--- config.mk ---
export PLATFORM = sky130hd
export DESIGN_NAME = dac_serial_host
export DESIGN_NICKNAME = d
export VERILOG_FILES = /design/src/design/dac_host_pkg.sv /design/src/design/dac_serial_host.sv /design/src/design/word_fifo.sv
export SDC_FILE = /design/constraint.sdc
export NUM_CORES = 1
export LEC_CHECK = 0
export BUFFER_PORTS_ARGS = -buffer_cell sky130_fd_sc_hd__buf_2
export CORE_ASPECT_RATIO = 1.4
export CORE_MARGIN = 2
export CORE_UTILIZATION = 65
export CTS_CLUSTER_DIAMETER = 50
export DETAILED_ROUTE_END_ITERATION = 16
export PLACE_DENSITY = 0.81
export SYNTH_ARGS = -nofsm -noshare
export SYNTH_HDL_FRONTEND = slang
export SYNTH_SLANG_ARGS = --single-unit
--- constraint.sdc ---
create_clock -name clk_sys -period 5.25 [get_ports clk_sys]
set_clock_uncertainty 0.05 [all_clocks]
set_input_delay 0.525 -clock clk_sys [delete_from_list [all_inputs] [get_ports clk_sys]]
set_output_delay 0.525 -clock clk_sys [all_outputs]
set_load 0.01 [all_outputs]
--- src/design/dac_host_pkg.sv ---
// What this block does
// - data valid at falling serial clock edge
// - sixteen-bit words, host drives clock and frame
// - channel select gates frame to one channel
// - frame inputs active low, gate accordingly
// - don't-care bits shifted out first
// - converter LSB is last bit sent
// - byte mode: frame stays low across two bytes
// - frame high after second byte completes
// - frame low before clocking any data
// - update strobe may come from synchronised timer
package dac_host_pkg;

  // ----------------------------------------
  // framing
  // ----------------------------------------
  localparam int WORD_BITS    = 16;
  localparam int BYTE_BITS    = 8;
  localparam int CNT_W        = 5;
  localparam int DATA_W       = 14;

  // ----------------------------------------
  // timing, in clk_sys cycles at 20 MHz
  // ----------------------------------------
  localparam int SYS_NS       = 50;
  localparam int HALF_NS      = 200;
  localparam int HALF_CYC     = (HALF_NS + SYS_NS - 1) / SYS_NS;
  localparam int GAP_NS       = 400;
  localparam int GAP_CYC      = (GAP_NS + SYS_NS - 1) / SYS_NS;
  localparam int UPD_NS       = 200;
  localparam int UPD_CYC      = (UPD_NS + SYS_NS - 1) / SYS_NS;
  localparam int TMR_W        = 8;

  typedef enum logic [2:0]
  {
    ST_IDLE  = 3'b000,
    ST_SETUP = 3'b001,
    ST_HIGH  = 3'b010,
    ST_LOW   = 3'b011,
    ST_GAP   = 3'b100,
    ST_END   = 3'b101,
    ST_UPD   = 3'b110
  } state_e;

endpackage

--- src/design/dac_serial_host.sv ---
`timescale 1ns/1ns
`default_nettype none
module dac_serial_host
#(
  parameter int FIFO_DEPTH = 32,
  parameter bit BYTE_MODE  = 1'b0,
  parameter bit TIMER_UPD  = 1'b0
)
(
  // clock and reset
  input  wire logic                           clk_sys,
  input  wire logic                           resetn,
  // word stream: {channel, signed sample}
  input  wire logic                           wr_chan_b,
  input  wire logic [dac_host_pkg::DATA_W-1:0] wr_sample,
  input  wire logic                           wr_valid,
  output logic                                wr_ready,
  // status
  output logic                                busy,
  // shared serial link
  output logic                                ser_clk,
  output logic                                ser_data,
  output logic                                channel_select,
  output logic                                frame_n_ch_a,
  output logic                                frame_n_ch_b,
  output logic                                update_n_ch_a,
  output logic                                update_n_ch_b
);
  localparam int FW = dac_host_pkg::DATA_W + 1;

  // ----------------------------------------
  // parameter checks
  // ----------------------------------------
  if (FIFO_DEPTH < 2 || (FIFO_DEPTH & (FIFO_DEPTH - 1)) != 0)
  begin : g_bad_depth
    $error("fifo depth must be a power of two, at least two");
  end

  // phase counts must fit the shared timer or a phase would wrap
  if (dac_host_pkg::GAP_CYC > (1 << dac_host_pkg::TMR_W) || dac_host_pkg::HALF_CYC < 1)
  begin : g_bad_timer
    $error("timer too narrow for the phase counts");
  end

  // ----------------------------------------
  // buffering
  // ----------------------------------------
  logic [FW-1:0] f_data;
  logic          f_valid;
  logic          f_ready;

  word_fifo #(.WIDTH(FW), .DEPTH(FIFO_DEPTH)) u_fifo
  (
    .clk_sys   (clk_sys),
    .resetn    (resetn),
    .in_data   ({wr_chan_b, wr_sample}),
    .in_valid  (wr_valid),
    .in_ready  (wr_ready),
    .out_data  (f_data),
    .out_valid (f_valid),
    .out_ready (f_ready)
  );

  // ----------------------------------------
  // serial engine
  // ----------------------------------------
  dac_host_pkg::state_e                 state_reg;
  logic [dac_host_pkg::WORD_BITS-1:0]   shift_reg;
  logic [dac_host_pkg::CNT_W-1:0]       bit_cnt_reg;
  logic [dac_host_pkg::TMR_W-1:0]       tmr_reg;
  logic                                 chan_reg;
  logic                                 tmr_done;

  assign tmr_done = tmr_reg == '0;
  assign f_ready  = (state_reg == dac_host_pkg::ST_IDLE);
  assign busy     = (state_reg != dac_host_pkg::ST_IDLE);

  always_ff @(posedge clk_sys or negedge resetn)
  begin
    if (!resetn)
    begin
      state_reg   <= dac_host_pkg::ST_IDLE;
      tmr_reg     <= '0;
      bit_cnt_reg <= '0;
    end
    else
    begin
      case (state_reg)
        dac_host_pkg::ST_IDLE:
        begin
          if (f_valid)
          begin
            state_reg   <= dac_host_pkg::ST_SETUP;
            tmr_reg     <= dac_host_pkg::TMR_W'(dac_host_pkg::HALF_CYC - 1);
            bit_cnt_reg <= '0;
          end
        end
        dac_host_pkg::ST_SETUP, dac_host_pkg::ST_GAP:
        begin
          if (tmr_done)
          begin
            state_reg <= dac_host_pkg::ST_HIGH;
            tmr_reg   <= dac_host_pkg::TMR_W'(dac_host_pkg::HALF_CYC - 1);
          end
          else
            tmr_reg <= tmr_reg - 1'b1;
        end
        dac_host_pkg::ST_HIGH:
        begin
          if (tmr_done)
          begin
            state_reg   <= dac_host_pkg::ST_LOW;
            tmr_reg     <= dac_host_pkg::TMR_W'(dac_host_pkg::HALF_CYC - 1);
            bit_cnt_reg <= bit_cnt_reg + 1'b1;
          end
          else
            tmr_reg <= tmr_reg - 1'b1;
        end
        dac_host_pkg::ST_LOW:
        begin
          if (!tmr_done)
            tmr_reg <= tmr_reg - 1'b1;
          else if (bit_cnt_reg == dac_host_pkg::CNT_W'(dac_host_pkg::WORD_BITS))
          begin
            state_reg <= dac_host_pkg::ST_END;
            tmr_reg   <= dac_host_pkg::TMR_W'(dac_host_pkg::HALF_CYC - 1);
          end
          // byte pause keeps the frame low between bytes
          else if (BYTE_MODE && bit_cnt_reg == dac_host_pkg::CNT_W'(dac_host_pkg::BYTE_BITS))
          begin
            state_reg <= dac_host_pkg::ST_GAP;
            tmr_reg   <= dac_host_pkg::TMR_W'(dac_host_pkg::GAP_CYC - 1);
          end
          else
          begin
            state_reg <= dac_host_pkg::ST_HIGH;
            tmr_reg   <= dac_host_pkg::TMR_W'(dac_host_pkg::HALF_CYC - 1);
          end
        end
        dac_host_pkg::ST_END:
        begin
          if (!tmr_done)
            tmr_reg <= tmr_reg - 1'b1;
          else if (TIMER_UPD)
          begin
            state_reg <= dac_host_pkg::ST_UPD;
            tmr_reg   <= dac_host_pkg::TMR_W'(dac_host_pkg::UPD_CYC - 1);
          end
          else
            state_reg <= dac_host_pkg::ST_IDLE;
        end
        dac_host_pkg::ST_UPD:
        begin
          if (tmr_done)
            state_reg <= dac_host_pkg::ST_IDLE;
          else
            tmr_reg <= tmr_reg - 1'b1;
        end
        default:
          state_reg <= dac_host_pkg::ST_IDLE;
      endcase
    end
  end

  // word layout: two don't-care zeros, then sample msb first, lsb last
  always_ff @(posedge clk_sys or negedge resetn)
  begin
    if (!resetn)
    begin
      shift_reg <= '0;
      chan_reg  <= 1'b0;
    end
    else if (state_reg == dac_host_pkg::ST_IDLE && f_valid)
    begin
      shift_reg <= {2'h0, f_data[dac_host_pkg::DATA_W-1:0]};
      chan_reg  <= f_data[FW-1];
    end
    else if (state_reg == dac_host_pkg::ST_LOW && tmr_done)
      shift_reg <= {shift_reg[dac_host_pkg::WORD_BITS-2:0], 1'b0};
  end

  // ----------------------------------------
  // pins, all from flip-flops
  // ----------------------------------------
  logic in_frame;
  assign in_frame = state_reg != dac_host_pkg::ST_IDLE && state_reg != dac_host_pkg::ST_UPD;

  always_ff @(posedge clk_sys or negedge resetn)
  begin
    if (!resetn)
    begin
      ser_clk        <= 1'b0;
      ser_data       <= 1'b0;
      channel_select <= 1'b0;
      frame_n_ch_a   <= 1'b1;
      frame_n_ch_b   <= 1'b1;
    end
    else
    begin
      // data changes on rising edge so it is stable at the falling one
      ser_clk        <= state_reg == dac_host_pkg::ST_HIGH;
      ser_data       <= shift_reg[dac_host_pkg::WORD_BITS-1];
      channel_select <= chan_reg;
      frame_n_ch_a   <= !(in_frame && !chan_reg);
      frame_n_ch_b   <= !(in_frame && chan_reg);
    end
  end

  // strobe tied low unless the timer pulse is chosen
  always_ff @(posedge clk_sys or negedge resetn)
  begin
    if (!resetn)
    begin
      update_n_ch_a <= 1'b1;
      update_n_ch_b <= 1'b1;
    end
    else
    begin
      update_n_ch_a <= TIMER_UPD ? !(state_reg == dac_host_pkg::ST_UPD && !chan_reg) : 1'b0;
      update_n_ch_b <= TIMER_UPD ? !(state_reg == dac_host_pkg::ST_UPD && chan_reg) : 1'b0;
    end
  end
endmodule
`default_nettype wire

--- src/design/word_fifo.sv ---
`timescale 1ns/1ns
`default_nettype none
module word_fifo
#(
  parameter int WIDTH = 17,
  parameter int DEPTH = 32
)
(
  // clock and reset
  input  wire logic             clk_sys,
  input  wire logic             resetn,
  // fill side
  input  wire logic [WIDTH-1:0] in_data,
  input  wire logic             in_valid,
  output logic                  in_ready,
  // drain side
  output logic      [WIDTH-1:0] out_data,
  output logic                  out_valid,
  input  wire logic             out_ready
);
  localparam int AW = $clog2(DEPTH);

  if (DEPTH < 2 || (1 << AW) != DEPTH)
  begin : g_bad_depth
    $error("word_fifo depth must be a power of two");
  end

  logic [WIDTH-1:0] mem [DEPTH];
  logic [AW:0]      wr_ptr_reg;
  logic [AW:0]      rd_ptr_reg;
  logic             push;
  logic             pop;

  assign in_ready  = (wr_ptr_reg - rd_ptr_reg) != (AW+1)'(DEPTH);
  assign out_valid = wr_ptr_reg != rd_ptr_reg;
  assign push      = in_valid && in_ready;
  assign pop       = out_valid && out_ready;
  assign out_data  = mem[rd_ptr_reg[AW-1:0]];

  always_ff @(posedge clk_sys)
  begin
    if (push)
      mem[wr_ptr_reg[AW-1:0]] <= in_data;
  end

  always_ff @(posedge clk_sys or negedge resetn)
  begin
    if (!resetn)
      wr_ptr_reg <= '0;
    else if (push)
      wr_ptr_reg <= wr_ptr_reg + 1'b1;
  end

  always_ff @(posedge clk_sys or negedge resetn)
  begin
    if (!resetn)
      rd_ptr_reg <= '0;
    else if (pop)
      rd_ptr_reg <= rd_ptr_reg + 1'b1;
  end
endmodule
`default_nettype wire

==> summary.md <==
| Metric | Value |
|---|---|
| Finished layout cell area | `about 0.023 mm^2` |
| Final setup fails | `0` |
| 1st-pass router iterations | `7` |
| Pin count of the biggest net entering global routing | `between 60 and 70` |
| Sequential area share after synthesis | `between 70 and 80%` |
| Flop2flop setup slack | `between 1.5 and 2 ns` |
| DRC viols | `0` |
| Core area | `~0.032 mm^2` |
| Rows | `77` |
| Post-synth top flop | `edfxtp_1` |
| Global placement routability congestion | `just under 0.9` |
| Worst flop-to-flop path endpoint | `u_fifo.mem[0][11]` |
| Slew headroom | `13.69%` |
| First DRT Iteration DRCs | `between 1000 and 1500` |
| Pre-CTS setup slack | `1.489 ns` |
| Outcome | `finished, final reports clean` |
| ANT nets after route | `0` |
| Nets | `about 1200` |
| Fillers | `1770` |
| Max Root-Sink Buffers | `3` |
| Chip Width | `between 150 and 200 um` |
| Worst EP required | `between 5 and 6 ns` |
| Unique cell type count in the Yosys netlist | `between 50 and 60` |
| Reg-to-reg startpoint | `u_fifo.rd_ptr_reg[4]` |
| RSZ-0062 raised after global routing | `false` |
| Slew @ Worst Pin | `~1.3 ns` |
| CP Data Arrival Time | `slightly below 4 ns` |
| First-pass GRT wire length | `just over 70000 um` |
| Total track usage | `between 20% and 30%` |
| Die area | `0.03347 mm^2` |
| Placed Cells | `around 1500` |
| Yosys Warn Count | `0` |
| Crit path max fanout | `16` |
| Pwr/cell area | `about 390 mW/mm^2` |
| Total number of vias | `around 11000` |
| Post-DP HPWL | `about 27000 um` |
| Hold WC Path Type | `input port to asynchronous set/reset pin` |
| Count leader, synth | `edfxtp_1` |
| Post-layout min period | `3.739 ns` |
| Critical path startpoint category | `register` |
| Layout Utilization | `72.73%` |
| Synth cell count leaders | `edfxtp_1 (480), mux4_2 (95), nand2_1 (62)` |
| Hold_buf cts | `0` |
| Pins Over Slew Limit | `0` |
| Grt ovf | `0` |
| PortBufs | `26` |
| Vias per cell | `roughly 7.0` |
| Initial Util | `around 66%` |
| Post-cts resize count | `0` |
| Async S/R FF share, synth | `under 10%` |
| CP Capture Type | `register` |
| Worst R2R Path Depth | `9` |
| CTS tree | `yes` |
| Post-DP Area | `0.02151 mm^2` |
| CTS buffer count | `46` |
| Sink Count | `~530` |
| N_diodes | `0` |
| Fraction of layout cells with a size suffix above 1 | `about a fifth` |
| Area contributors post-synth | `edfxtp_1 (69%), mux4_2 (10%), dfrtp_1 (5.8%)` |
| Multi-input gate area | `0.004805 mm^2` |
| Leak pwr | `a little under 8 nW` |
| Root Buffer | `clkbuf_16` |
| Period utilisation layout | `slightly above 70%` |
| Clk Latency, worst-skew pair | `0.58 ns` |
| Overall power | `approximately 9.0 mW` |
| Vias in the first global route | `11190` |
| Initial antenna violation count | `0` |
| Yosys top cell area share | `just under 70%` |
| Finished Layout Cells | `approximately 1600` |
| Max Cap Viol | `0` |
| Clk slew on worst S/H paths | `0.06 ns` |
| Met1 Track Usage GR | `39.05%` |
| Die H | `about 220 um` |
| Setup ws final | `about 1.5 ns` |
| Synth Area per Inst | `about 19 um^2` |
| Crit path to | `u_fifo.mem[0][11]` |
| Highest clock rate | `about 270 MHz` |
| Htree depth | `2` |
| Post-synthesis cell count | `between 1000 and 1500` |
| Area leader, netlist | `edfxtp_1` |
| Wire per inst | `slightly below 30 um` |
| Area delta synth->final | `10.49%` |
| Met2 usage | `48.86%` |
| Area of the mapped netlist | `0.02080 mm^2` |
| Fin. Hold Viols | `0` |
| Synth Net Count | `approximately 1100` |
| Storage element area | `0.01570 mm^2` |
| GR peak layer | `met2` |
| Yosys reg bits | `around 530` |
| Setup tns final | `0 ns` |
| Hold WS | `0.04012 ns` |
| Max reg flops | `480` |
| Routed WL | `around 47000 um` |
| Post-CTS setup buffer count | `0` |
| Maximum vdd drop | `0.2828 mV` |
| Post-synth EDFFs | `480` |
| Crit Path Category | `register to register` |
| CP Launch Point | `u_fifo.rd_ptr_reg[4]` |
| GR Layer Usage met3 | `under 10%` |
| # IOs | `27` |
==> power breakdown <==
| group | internal [mW] | total [mW] | leakage [nW] | switching, mW |
|---|---|---|---|---|
| combinational | 0.204 | 0.646 | 2.27 | 0.442 |
| clock | 1.83 | 3.32 | 0.709 | 1.50 |
| sequential | 4.88 | 4.98 | 4.94 | 0.101 |
| total | 6.92 | 8.95 | 7.92 | 2.04 |
==> cells by family after synthesis <==
family	Yosys count	synth area share (%)
AOI/OAI and AO/OA	141	4.722
other	1	0.01803
adders and majority gates	13	0.7820
muxes	149	12.89
DFF	531	75.45
xor gates and xnor gates	18	0.7579
buffers and inverters	72	1.522
and+or+nand+nor	171	3.856
==> critical path: stages, from the launching register on <==
cell	delay, ns
dfrtp_1	0.38
inv_1	0.06
buf_4	0.23
ha_1	0.31
and3_1	0.22
o21ai_1	0.12
and4_1	0.26
o41a_1	0.37
nand2_1	0.28
nor2_1	1.04
==> how the worst min path moves through the flow <==
stage                     startpoint                    to  slack, ns  cells past startpoint
final                         resetn            tmr_reg[3]       0.04                      2
after global routing          resetn            tmr_reg[3]       0.09                      2
after CTS                     resetn  u_fifo.wr_ptr_reg[2]       0.05                      2
after detailed placement    chan_reg        channel_select       0.35                      0
after global placement      chan_reg        channel_select       0.36                      0
after floorplan               resetn        bit_cnt_reg[0]       0.18                      0
==> cells in the final DEF, fill, tap and decap left out, types with 4 or more instances in the layout <==
cell and n:
edfxtp_1 480, mux4_2 95, nand2_1 62, mux2i_1 53, nor2_1 47, clkbuf_16 46, dfrtp_1 45, buf_4 45
a22oi_1 42, a21oi_1 36, o221ai_1 26, buf_2 26, nand3_1 23, inv_1 14, ha_1 13, xnor2_1 11
o21ai_0 11, clkbuf_1 11, clkinv_1 9, xor2_1 7, clkinv_2 7, nand3b_1 5, nor2_2 5, nand4_1 5
a22o_1 4, clkbuf_8 4
==> layout make-up <==
cell class / count / share of cell area, %
flip-flops and latches: 531 / 68.31
inverters: 14 / 0.2287
repair buffers: 71 / 2.036
multi-input cells: 493 / 20.91
clock inverters: 25 / 0.9364
well taps: 395 / 2.150
clock buffers: 61 / 5.428
==> per-layer routing <==
layer  part of all wire [%]  up-vias  wire, um
li1                       -     4563         -
met1                     36     5737     17060
met2                     52      643     24400
met3                    8.2      127      3868
met4                    4.1        0      1953
met5                      0        -         0
(Power assumes the default switching activity.)
